## config.mk

```make
export PLATFORM = sky130hd
export DESIGN_NAME = qpsc_serial_ctrl
export DESIGN_NICKNAME = d
export VERILOG_FILES = /design/src/rtl/qpsc_nv_timer.v /design/src/rtl/qpsc_serial_ctrl.v
export VERILOG_INCLUDE_DIRS = /design/src /design/src/rtl
export SDC_FILE = /design/constraint.sdc
export NUM_CORES = 2
export LEC_CHECK = 0
export ABC_AREA = 0
export CAP_MARGIN = 20
export CORE_AREA = 2 2 407 409
export DETAILED_ROUTE_END_ITERATION = 12
export DIE_AREA = 0 0 409 411
export DONT_BUFFER_PORTS = 1
export SYNTH_ARGS = -nofsm -noshare
export SYNTH_HDL_FRONTEND = slang
export SYNTH_SLANG_ARGS = --single-unit
```

## constraint.sdc

```tcl
create_clock -name CLK_I -period 53 [get_ports CLK_I]
set_clock_uncertainty 0.1 [all_clocks]
set_input_delay 10.6 -clock CLK_I [delete_from_list [all_inputs] [get_ports CLK_I]]
set_output_delay 10.6 -clock CLK_I [all_outputs]
set_load 0.02 [all_outputs]
```

## src/rtl/qpsc_defs.vh

```
`ifndef QPSC_DEFS_VH
`define QPSC_DEFS_VH

// ****************************************************************
// timing
// ****************************************************************
// clock rate in kHz (40 ns period)
`define QPSC_CLK_KHZ 25000
// longest nonvolatile write time in ms
`define QPSC_NV_WRITE_MS 10
// longest time in whole cycles (10 ms at 25 MHz), sized to the counter
`define QPSC_NV_WRITE_CYCLES 18'h3D090
// width of the nonvolatile write counter
`define QPSC_NV_CNT_W 18

// ****************************************************************
// instruction byte fields
// ****************************************************************
`define QPSC_OPC_MSB 7
`define QPSC_OPC_LSB 4
`define QPSC_REG_SEL_HI 3
`define QPSC_REG_SEL_LO 2
`define QPSC_POT_MSB 1
`define QPSC_POT_LSB 0

// ****************************************************************
// identification byte fields
// ****************************************************************
`define QPSC_ID_TYPE_MSB 7
`define QPSC_ID_TYPE_LSB 4
`define QPSC_ID_ADDR_MSB 1
`define QPSC_ID_ADDR_LSB 0

// ****************************************************************
// operation codes
// ****************************************************************
`define QPSC_OPC_RD_WIPER 4'h9
`define QPSC_OPC_WR_WIPER 4'hA
`define QPSC_OPC_RD_PRESET 4'hB
`define QPSC_OPC_WR_PRESET 4'hC
`define QPSC_OPC_PRESET_TO_WIPER 4'hD
`define QPSC_OPC_WIPER_TO_PRESET 4'hE
`define QPSC_OPC_ALL_PRESET_TO_WIPER 4'h1
`define QPSC_OPC_ALL_WIPER_TO_PRESET 4'h8

// ****************************************************************
// reset and power-on values
// ****************************************************************
`define QPSC_WIPER_RST 8'h00
`define QPSC_TAP_RST 256'h1
`define QPSC_PRESET_INIT 8'h80
`define QPSC_TAP_MAX 8'hFF
`define QPSC_TAP_MIN 8'h00

`endif

```

## src/rtl/qpsc_nv_timer.v

```verilog
`timescale 1ns/100ps
`default_nettype none
`include "qpsc_defs.vh"

// ****************************************************************
// nonvolatile write timer: busy for a fixed count after start
// ****************************************************************
module qpsc_nv_timer #(
  parameter [`QPSC_NV_CNT_W-1:0] CYCLES = `QPSC_NV_WRITE_CYCLES
) (
  // clock and reset
  input wire clk_i,
  input wire rst_i,
  // control
  input wire start_i,
  // status
  output reg busy_o,
  output reg done_o
);

  reg [`QPSC_NV_CNT_W-1:0] count; // cycles left in the write

  // count down; done fires in the first cycle after busy falls
  always @(posedge clk_i or posedge rst_i) begin
    if (rst_i) begin
      busy_o <= 1'b0;
      done_o <= 1'b0;
      count <= {`QPSC_NV_CNT_W{1'b0}};
    end else begin
      done_o <= 1'b0;
      if (start_i && !busy_o) begin
        // a start while busy is dropped by the caller anyway
        busy_o <= 1'b1;
        count <= CYCLES - 1'b1;
      end else if (busy_o) begin
        if (count == {`QPSC_NV_CNT_W{1'b0}}) begin
          busy_o <= 1'b0;
          done_o <= 1'b1;
        end else begin
          count <= count - 1'b1;
        end
      end
    end
  end

endmodule // qpsc_nv_timer

`default_nettype wire

```

## src/rtl/qpsc_serial_ctrl.v

```verilog
// Summary of operation
// - write protect low blocks preset writes
// - serial input sampled on serial clock rise
// - serial output floats unless driving read data
// - each array exactly one tap enabled
// - wiper value decoded one-hot onto taps
// - four wiper registers, one per pot
// - wiper: serial write, transfer, or step
// - power-up loads wiper from preset zero
// - wiper registers are volatile
// - four presets per pot, read, write, exchange
// - preset write completes within 10 ms
// - commit starts on select rise after write
// - pending flag returned by read status
// - first byte is identification, type checked
// - strap address bits must match
// - opcode high nibble, next two select preset
// - deselected means serial output floats
// - read data shifted out on clock fall
// - pause input freezes sequence, clock low
// - nothing accepted before select falls
`timescale 1ns/100ps
`default_nettype none
`include "qpsc_defs.vh"

module qpsc_serial_ctrl #(
  // device type code; value is arbitrary
  parameter [3:0] DEV_TYPE = 4'hA,
  // read status and step opcodes
  parameter [3:0] OPC_RD_STATUS = 4'h5,
  parameter [3:0] OPC_STEP = 4'h2,
  // nonvolatile write length in cycles
  parameter [`QPSC_NV_CNT_W-1:0] NV_WRITE_CYCLES = `QPSC_NV_WRITE_CYCLES
) (
  // clock and reset
  input wire CLK_I,
  input wire SYS_RST_I,
  // serial link pins
  input wire SPI_SCK_I,
  input wire SPI_CS_N_I,
  input wire SPI_SI_I,
  input wire SPI_HOLD_N_I,
  output reg SPI_SO_O,
  output reg SPI_SO_OE_O,
  // protection and strap pins
  input wire WP_N_I,
  input wire [1:0] STRAP_ADDR_I,
  // status
  output reg NV_WRITE_PENDING_O,
  // tap selects, one-hot per pot
  output reg [255:0] WIPER_TAP0_O,
  output reg [255:0] WIPER_TAP1_O,
  output reg [255:0] WIPER_TAP2_O,
  output reg [255:0] WIPER_TAP3_O
);

  // ****************************************************************
  // states, one-hot
  // ****************************************************************
  localparam [5:0] ST_IDLE = 6'h01; // deselected or rest of frame ignored
  localparam [5:0] ST_ID = 6'h02; // shifting identification byte
  localparam [5:0] ST_INSTR = 6'h04; // shifting instruction byte
  localparam [5:0] ST_DATA = 6'h08; // shifting write data byte
  localparam [5:0] ST_READ = 6'h10; // driving read data
  localparam [5:0] ST_STEP = 6'h20; // single-step wiper movement

  // ****************************************************************
  // functions
  // ****************************************************************
  // one-hot tap select for a wiper value
  function [255:0] tap_onehot;
    input [7:0] pos;
    begin
      tap_onehot = 256'h0;
      tap_onehot[pos] = 1'b1;
    end
  endfunction

  // ****************************************************************
  // pin synchronisers
  // ****************************************************************
  // bit order: sck, cs_n, si, hold_n, wp_n, strap[1:0]
  reg [6:0] pin_meta; // first stage, read only by second
  reg [6:0] pin_sync; // second stage, safe to use
  reg sck_last; // previous synchronised clock
  reg cs_n_last; // previous synchronised select

  wire sck_s = pin_sync[6];
  wire cs_n_s = pin_sync[5];
  wire si_s = pin_sync[4];
  wire hold_n_s = pin_sync[3];
  wire wp_n_s = pin_sync[2];
  wire [1:0] strap_addr = pin_sync[1:0];

  // two flops on every pin; the clock pin is sampled, not used as clock
  always @(posedge CLK_I or posedge SYS_RST_I) begin
    if (SYS_RST_I) begin
      pin_meta <= 7'h3C;
      pin_sync <= 7'h3C;
      sck_last <= 1'b0; // clock idles low, no false edge after reset
      cs_n_last <= 1'b1;
    end else begin
      pin_meta <= {SPI_SCK_I, SPI_CS_N_I, SPI_SI_I, SPI_HOLD_N_I,
                   WP_N_I, STRAP_ADDR_I};
      pin_sync <= pin_meta;
      sck_last <= sck_s;
      cs_n_last <= cs_n_s;
    end
  end

  // ****************************************************************
  // edges and pause
  // ****************************************************************
  reg paused; // serial transfer frozen by pause input
  wire cs_fall = cs_n_last && !cs_n_s;
  wire cs_rise = !cs_n_last && cs_n_s;
  wire sck_rise = !sck_last && sck_s && !paused;
  wire sck_fall = sck_last && !sck_s && !paused;

  // pause enters only while the serial clock is low, and leaves then or on deselect
  always @(posedge CLK_I or posedge SYS_RST_I) begin
    if (SYS_RST_I) begin
      paused <= 1'b0;
    end else if (cs_n_s) begin
      paused <= 1'b0;
    end else if (!sck_s) begin
      paused <= !hold_n_s;
    end
  end

  // ****************************************************************
  // storage
  // ****************************************************************
  reg [7:0] wiper_position [0:3]; // volatile, one per pot
  reg [7:0] pot_preset_store [0:15]; // index {pot, preset}
  reg [7:0] stage_val [0:3]; // values waiting to be committed
  reg stage_valid; // complete write received this frame
  reg stage_all; // global transfer to all pots
  reg [1:0] stage_pot; // pot of a single write
  reg [1:0] stage_reg; // preset selected for the write
  reg init_pend; // power-up recall still to do
  integer i;

  // power-on content of the nonvolatile cells
  initial begin
    for (i = 0; i < 16; i = i + 1) begin
      pot_preset_store[i] = `QPSC_PRESET_INIT;
    end
  end

  // ****************************************************************
  // nonvolatile write timer
  // ****************************************************************
  wire nv_busy; // internal write under way
  wire nv_done; // pulse in the cycle after the write ends
  reg nv_start; // one-cycle start pulse

  qpsc_nv_timer #(
    .CYCLES(NV_WRITE_CYCLES)
  ) u_nv_timer (
    .clk_i(CLK_I),
    .rst_i(SYS_RST_I),
    .start_i(nv_start),
    .busy_o(nv_busy),
    .done_o(nv_done)
  );

  // commit starts only on select rise after a staged write
  always @(posedge CLK_I or posedge SYS_RST_I) begin
    if (SYS_RST_I) begin
      nv_start <= 1'b0;
    end else begin
      // write protect is checked at commit time
      nv_start <= cs_rise && stage_valid && wp_n_s && !nv_busy;
    end
  end

  // cells change only at the end of the timed write
  always @(posedge CLK_I) begin
    if (nv_done) begin
      for (i = 0; i < 4; i = i + 1) begin
        if (stage_all || stage_pot == i[1:0]) begin
          pot_preset_store[{i[1:0], stage_reg}] <= stage_val[i];
        end
      end
    end
  end

  // ****************************************************************
  // serial sequence engine
  // ****************************************************************
  reg [5:0] state; // frame state
  reg [2:0] bit_cnt; // bits of the current byte
  reg [7:0] shift_in; // receive shift register
  reg [7:0] shift_out; // transmit shift register
  reg [3:0] opcode; // operation of this frame
  reg [1:0] reg_sel; // reg_sel_hi, reg_sel_lo
  reg [1:0] pot_sel; // pot addressed
  wire [7:0] next_byte = {shift_in[6:0], si_s};
  wire byte_end = sck_rise && bit_cnt == 3'h7;
  wire [7:0] instr_wiper = wiper_position[next_byte[1:0]];
  wire [7:0] instr_preset = pot_preset_store[{next_byte[1:0], next_byte[3:2]}];
  wire [7:0] cur_wiper = wiper_position[pot_sel]; // wiper being stepped

  // receive, decode and move the wipers; one writer for all wipers
  always @(posedge CLK_I or posedge SYS_RST_I) begin
    if (SYS_RST_I) begin
      state <= ST_IDLE;
      bit_cnt <= 3'h0;
      shift_in <= 8'h00;
      shift_out <= 8'h00;
      opcode <= 4'h0;
      reg_sel <= 2'h0;
      pot_sel <= 2'h0;
      stage_valid <= 1'b0;
      stage_all <= 1'b0;
      stage_pot <= 2'h0;
      stage_reg <= 2'h0;
      init_pend <= 1'b1;
      SPI_SO_O <= 1'b0;
      for (i = 0; i < 4; i = i + 1) begin
        wiper_position[i] <= `QPSC_WIPER_RST;
        stage_val[i] <= 8'h00;
      end
    end else if (init_pend) begin
      // recall preset zero once, after reset release
      init_pend <= 1'b0;
      for (i = 0; i < 4; i = i + 1) begin
        wiper_position[i] <= pot_preset_store[{i[1:0], 2'h0}];
      end
    end else if (cs_fall) begin
      // only a select fall opens a frame
      state <= ST_ID;
      bit_cnt <= 3'h0;
    end else if (cs_n_s) begin
      state <= ST_IDLE;
      stage_valid <= 1'b0; // commit start has seen it by now
    end else if (state == ST_STEP) begin
      // one step per clock pulse, held at both ends, never wraps
      if (sck_rise && si_s && cur_wiper != `QPSC_TAP_MAX) begin
        wiper_position[pot_sel] <= cur_wiper + 8'h01;
      end else if (sck_rise && !si_s && cur_wiper != `QPSC_TAP_MIN) begin
        wiper_position[pot_sel] <= cur_wiper - 8'h01;
      end
    end else if (sck_fall && state == ST_READ) begin
      SPI_SO_O <= shift_out[7];
      shift_out <= {shift_out[6:0], 1'b0};
    end else if (sck_rise && state != ST_IDLE && state != ST_READ) begin
      shift_in <= next_byte;
      bit_cnt <= bit_cnt + 3'h1;
      if (byte_end) begin
        case (state)
          ST_ID: begin
            // middle bits are the host's to zero; not checked
            if (next_byte[`QPSC_ID_TYPE_MSB:`QPSC_ID_TYPE_LSB] == DEV_TYPE &&
                next_byte[`QPSC_ID_ADDR_MSB:`QPSC_ID_ADDR_LSB] ==
                strap_addr) begin
              state <= ST_INSTR;
            end else begin
              state <= ST_IDLE;
            end
          end
          ST_INSTR: begin
            opcode <= next_byte[`QPSC_OPC_MSB:`QPSC_OPC_LSB];
            reg_sel <= next_byte[`QPSC_REG_SEL_HI:`QPSC_REG_SEL_LO];
            pot_sel <= next_byte[`QPSC_POT_MSB:`QPSC_POT_LSB];
            state <= ST_IDLE;
            case (next_byte[`QPSC_OPC_MSB:`QPSC_OPC_LSB])
              `QPSC_OPC_RD_WIPER: begin
                shift_out <= instr_wiper;
                state <= ST_READ;
              end
              `QPSC_OPC_RD_PRESET: begin
                shift_out <= instr_preset;
                state <= ST_READ;
              end
              `QPSC_OPC_WR_WIPER, `QPSC_OPC_WR_PRESET: begin
                state <= ST_DATA;
              end
              `QPSC_OPC_PRESET_TO_WIPER: begin
                wiper_position[next_byte[1:0]] <= instr_preset;
              end
              `QPSC_OPC_ALL_PRESET_TO_WIPER: begin
                for (i = 0; i < 4; i = i + 1) begin
                  wiper_position[i] <=
                    pot_preset_store[{i[1:0], next_byte[3:2]}];
                end
              end
              `QPSC_OPC_WIPER_TO_PRESET,
              `QPSC_OPC_ALL_WIPER_TO_PRESET: begin
                // staging frozen while a write is pending
                if (!nv_busy) begin
                  stage_valid <= 1'b1;
                  stage_all <= next_byte[7:4] == `QPSC_OPC_ALL_WIPER_TO_PRESET;
                  stage_pot <= next_byte[1:0];
                  stage_reg <= next_byte[3:2];
                  for (i = 0; i < 4; i = i + 1) begin
                    stage_val[i] <= wiper_position[i];
                  end
                end
              end
              default: begin
                if (next_byte[7:4] == OPC_RD_STATUS) begin
                  shift_out <= {7'h00, nv_busy};
                  state <= ST_READ;
                end else if (next_byte[7:4] == OPC_STEP) begin
                  state <= ST_STEP;
                end
              end
            endcase
          end
          ST_DATA: begin
            state <= ST_IDLE;
            if (opcode == `QPSC_OPC_WR_WIPER) begin
              wiper_position[pot_sel] <= next_byte;
            end else if (!nv_busy) begin
              stage_valid <= 1'b1;
              stage_all <= 1'b0;
              stage_pot <= pot_sel;
              stage_reg <= reg_sel;
              stage_val[pot_sel] <= next_byte;
            end
          end
          default: begin
            state <= ST_IDLE;
          end
        endcase
      end
    end
  end

  // ****************************************************************
  // registered outputs
  // ****************************************************************
  // drive only read data while selected and not paused
  always @(posedge CLK_I or posedge SYS_RST_I) begin
    if (SYS_RST_I) begin
      SPI_SO_OE_O <= 1'b0;
      NV_WRITE_PENDING_O <= 1'b0;
    end else begin
      SPI_SO_OE_O <= state == ST_READ && !cs_n_s && !paused &&
                     !cs_fall;
      NV_WRITE_PENDING_O <= nv_busy;
    end
  end

  // a registered decode keeps exactly one tap on per array
  always @(posedge CLK_I or posedge SYS_RST_I) begin
    if (SYS_RST_I) begin
      WIPER_TAP0_O <= `QPSC_TAP_RST;
      WIPER_TAP1_O <= `QPSC_TAP_RST;
      WIPER_TAP2_O <= `QPSC_TAP_RST;
      WIPER_TAP3_O <= `QPSC_TAP_RST;
    end else begin
      WIPER_TAP0_O <= tap_onehot(wiper_position[0]);
      WIPER_TAP1_O <= tap_onehot(wiper_position[1]);
      WIPER_TAP2_O <= tap_onehot(wiper_position[2]);
      WIPER_TAP3_O <= tap_onehot(wiper_position[3]);
    end
  end

endmodule // qpsc_serial_ctrl

`default_nettype wire

```

Word level (Yosys, flattened, before mapping)
Memory sizes are Yosys's and may differ from the RTL's.
Index checks and enable logic that the tools add are counted.
{"block": "word_totals", "n_memories": 1, "input_bits": 9, "ram_bits": 128, "regBits": 1168}
{"memory": "pot_preset_store", "words": 16, "word_bits": 8, "read_ports": 9, "rd_ports_with_merged_regs": 0, "wr": 4, "line_no": "qpsc_serial_ctrl.v:135", "rtl": "reg [7:0] pot_preset_store [0:15];"}
{"block": "op_classes", "addsub": 4, "n_mux": 109, "n_lt_le_gt_ge": 12, "eq_ne": 46, "bitwise": 7, "n_reduce_logical": 74}
{"operator": "two-way mux 32 bit", "count": 14}
{"operator": "one-hot mux 32 bit (2 select lines)", "count": 3}
{"operator": "bitwise mux 32 bit", "count": 5}
{"operator": "two-way mux 8 bit", "count": 11}
{"operator": "two-way mux 18 bit", "count": 3}
{"operator": "two-way mux 6 bit", "count": 8}
{"operator": "< comparator 8 x 9 -> 1 bit (second input constant)", "count": 4}
{"operator": "two-way mux 1 bit", "count": 36}
{"operator": "binary-select mux 8 bit (select 2 bit)", "count": 2}
{"operator": "demux 1 bit (select 8 bit)", "count": 4}
{"operator": "demux 8 bit (select 2 bit)", "count": 2}
{"operator": "== test 4 bit (second input constant)", "count": 8}
{"operator": ">= comparator 8 x 1 -> 1 bit (second input constant)", "count": 4}
{"operator": "logical AND 1 bit", "count": 28}
{"operator": "AND reduction 9 bit", "count": 3}
{"operator": "one-hot mux 8 bit (3 select lines)", "count": 1}
{"operator": "logical NOT 18 bit", "count": 1}
{"operator": "two-way mux 3 bit", "count": 6}
{"operator": "inequality test 2 bit (second input constant)", "count": 9}
{"operator": "one-hot mux 6 bit (3 select lines)", "count": 1}
{"operator": "subtractor 18 x 1 -> 18 bit (second input constant)", "count": 1}
{"operator": "two-way mux 2 bit", "count": 8}
{"operator": "nonzero test 2 bit", "count": 8}
{"operator": "inequality test 3 bit (second input constant)", "count": 5}
{"operator": "other kinds (43)", "count": 77}

Logic depth before layout (Yosys ltp)
{"block": "depth", "word_depth": 15, "ltp_mapped": 11}

Cells and area by module
Synthesis repeated with hierarchy kept, for this count alone.
{"block": "hier_totals", "cells_unflattened": 3438, "hier_area_um2": 44147.3}
{"module": "qpsc_serial_ctrl", "instances": 1, "cells_each": 3324, "area_each_um2": 43057.5, "seq_area_each_um2": 32590.0}
{"module": "qpsc_nv_timer", "instances": 1, "cells_each": 114, "area_each_um2": 1089.8, "seq_area_each_um2": 500.5}

Worst setup path before layout
Ideal clock, no wire load.
{"block": "synth_path", "path_kind": "register -> output", "from": "register WIPER_TAP0_O[0]", "to": "output port WIPER_TAP0_O[0]", "path_stages_with_launch": 1, "required_time_ns": 42.300, "slack_ns": 41.746, "arrival_time_ns": 0.554, "path_cell_list": "dfstp_2"}
{"item": "from (decl)", "line_no": "qpsc_serial_ctrl.v:51", "rtl": "output reg [255:0] WIPER_TAP0_O,"}
{"item": "from (signal assigned)", "line_no": "qpsc_serial_ctrl.v:350", "rtl": "WIPER_TAP0_O <= `QPSC_TAP_RST;"}
{"item": "from (signal assigned)", "line_no": "qpsc_serial_ctrl.v:355", "rtl": "WIPER_TAP0_O <= tap_onehot(wiper_position[0]);"}
No word-level cell between the ends.

==> metrics.md <==
| Metric | Value |
|---|---|
| Status | completed |
| Setup Buffers After CTS | 0 |
| RSZ-0062 raised after global routing | false |
| Final Critical Period | 14.44 ns |
| Reg2reg path depth | 6 |
| Max Slew Vio Count | 0 |
| Final worst slack | 38.56 ns |
| Dpl cells | 5449 |
| Post-synth EDFFs | 128 |
| Total Routing Usage GR | 0.168 |
| Area grow syn2layout | 16.1% |
| Starting Density | 0.269 |
| Die Y | 411 µm |
| Syn_nets | 3431 |
| MaxCap Viol Count | 0 |
| Crit path capture type | asynchronous set/reset pin |
| Via total after detailed routing | 27325 |
| Reg2reg start | pin_sync[4]$_DFF_PP1_ |
| First-pass GRT wire length | 205000 µm |
| Pwr Total | 0.00216 W |
| H-tree depth | 4 |
| Finish-stage setup viols | 0 |
| Syn_area_per_cell | 12.9 µm² |
| Slew HR | 0.208 |
| DR WL/cell | 25.8 µm |
| Gate Count Post-Synth | 3416 |
| Max Root-Sink Buffers | 3 |
| Row cnt | 149 |
| Period utilization | 0.272 |
| Util after Layout | 0.312 |
| Max VDD drop | 0.0338 mV |
| Largest net degree at the start of global routing | 140 |
| Leak pwr | 22.3 nW |
| Fraction of registers with async set/reset | 0.901 |
| Post-CTS Resized | 0 |
| Type of origin of the critical path | primary input |
| Top_reg_cell synth | dfrtp_1 |
| Share of layout cells above drive strength 1 | 0.118 |
| Hold WC Path Type | reg -> reg |
| Later-pin clock latency in the skew report | 0.79 ns |
| CP Data Required Time | 53.69 ns |
| Die W | 409 µm |
| RR Endpoint | wiper_position[15]$_DFFE_PP0P_ |
| Slew @ Worst Pin | 1.19 ns |
| Drt pass-1 iters | 5 |
| Die area | 168000 µm² |
| CTS root buf | clkbuf_16 |
| Antenna violations before repair | 6 |
| IO buf count | 0 |
| CTS clk-pin slew, worst paths | 0.06 ns |
| YS warnings | 0 |
| Max Fanout on Critical Path | 111 |
| Fin cells | 5693 |
| Worst Hold Depth | 0 |
| # hold bufs at CTS | 0 |
| ANT nets after route | 0 |
| Detailed Route Iter0 Violations | 3000 |
| R2R Setup Slk | 49.25 ns |
| Number of fill cells | 16003 |
| Power Density | 42.3 nW/µm² |
| Kind of critical path | in -> async |
| WP data arrival | 15.14 ns |
| Core area | 164000 µm² |
| Sequential area share after synthesis | 0.751 |
| CTS tree | done |
| Fmax | 69.2 MHz |
| Hold Crit Start | pin_meta[5]$_DFF_PP1_ |
| Final Hold Fails | 0 |
| TNS Setup | 0 ns |
| GRT overflow | 0 |
| Clock Sinks | 1296 |
| Post-route DRC | 0 |
| Synth cell types | 75 |
| Total I/O pin count | 1036 |
| Vias in the first global route | 26628 |
| Vias per cell | 4.80 |
| TritonCTS Buffers | 134 |
| DP HPWL | 99800 µm |
| Post-place setup slack | 37.55 ns |
| NumNets Final | 3414 |
| Seq cells post-synth | 1296 |
| Hold endpoint | pin_sync[5]$_DFF_PP1_ |
| Mapped Area | 44000 µm² |
| Post-Route WL | 147000 µm |
| GP Congestion | 0.873 |
[critical path: stages]
cell and delay [ns]:
inv_8 0.46, buf_4 0.75, buf_4 0.69, buf_4 0.71, buf_4 0.82, buf_4 0.80
[layout by cell type (no fill, tap or decap), drive strengths merged, types with 6 or more instances in the layout]
cell / synthesis / routed
clkinvlp: 0 / 6
clkbuf: 209 / 179
xnor2: 17 / 17
bufinv: 0 / 8
o22ai: 32 / 32
o21ai: 43 / 43
a21oi: 29 / 29
nor2b: 45 / 45
or4: 6 / 6
mux2i: 24 / 24
nand2: 154 / 154
nor2: 1119 / 1119
dfstp: 15 / 15
edfxtp: 128 / 128
inv: 15 / 25
nand4: 16 / 16
a31oi: 7 / 7
dfrtp: 1153 / 1153
mux4: 56 / 56
nor3: 32 / 32
nand2b: 9 / 9
mux2: 20 / 20
buf: 24 / 80
nor3b: 6 / 6
nand3: 54 / 54
a22oi: 25 / 25
clkinv: 0 / 36
a221o: 7 / 7
or3: 17 / 17
a2bb2oi: 33 / 33
o211ai: 6 / 6
ha: 6 / 6
nor4: 11 / 11
o221ai: 9 / 9
a22o: 10 / 10
o31ai: 15 / 15
[per-stage QoR]
stage / instance area, µm² / hold WS [ns]
2_1_floorplan: 44000 / 0.231
3_3_place_gp: 46500 / 0.239
3_5_place_dp: 46500 / 0.240
4_1_cts: 51100 / 0.258
5_1_grt: 51100 / 0.261
6_report: 51200 / 0.258
[final cells by class]
type	count	area (µm²)	area share
clock buffers	179	3720	0.0728
clock inverters	60	868	0.0170
multi-input cells	1872	10000	0.196
diodes	2	5.00	0.0000978
flip-flops and latches	1296	33100	0.647
inverters	15	63.8	0.00125
repair buffers	80	648	0.0127
well taps	2189	2740	0.0535
[cells by family after synthesis]
group | after synthesis | share of synthesized area
AND/OR/NAND/NOR | 1489 | 0.139
flip-flops | 1296 | 0.751
AO/OA/AOI/OAI | 254 | 0.0424
buffers and inverters | 248 | 0.0222
multiplexers | 100 | 0.0393
XOR/XNOR | 22 | 0.00437
adder cells (fa/ha/maj) | 6 | 0.00170
other | 1 | 0.0000851
[power by group]
part | internal (W) | switching [W] | total, W
clock | 0.000546 | 0.000426 | 0.000972
combinational | 0.0000308 | 0.000118 | 0.000149
sequential | 0.00101 | 0.0000289 | 0.00104
[worst max-delay path by stage]
stage	slack (ns)	endpoint	depth (start not counted)	startpoint
5_1_grt	37.75	WIPER_TAP3_O[139]$_DFF_PP0_	6	SYS_RST_I
3_5_place_dp	37.55	WIPER_TAP3_O[139]$_DFF_PP0_	6	SYS_RST_I
6_report	38.56	WIPER_TAP3_O[9]$_DFF_PP0_	6	SYS_RST_I
4_1_cts	38.42	WIPER_TAP3_O[189]$_DFF_PP0_	6	SYS_RST_I
2_1_floorplan	9.43	NV_WRITE_PENDING_O$_DFF_PP0_	1	SYS_RST_I
3_3_place_gp	37.70	WIPER_TAP3_O[11]$_DFF_PP0_	6	SYS_RST_I
[Yosys cell counts, drive strengths merged (25+ instances only)]
library cell	number	area, µm²
nand3	54	270
edfxtp	128	3840
nor2	1119	4200
clkbuf	209	786
o22ai	32	200
o21ai	43	215
nor2b	45	282
a22oi	25	188
nand2	154	578
dfrtp	1153	28900
a2bb2oi	33	289
nor3	32	160
a21oi	29	149
mux4	56	1260
[metal layers]
layer	track usage	part of all wire
met1	0.213	0.39
met2	0.275	0.50
met3	0.0404	0.074
met4	0.0705	0.037
met5	0	0
(Power assumes the default switching activity.)
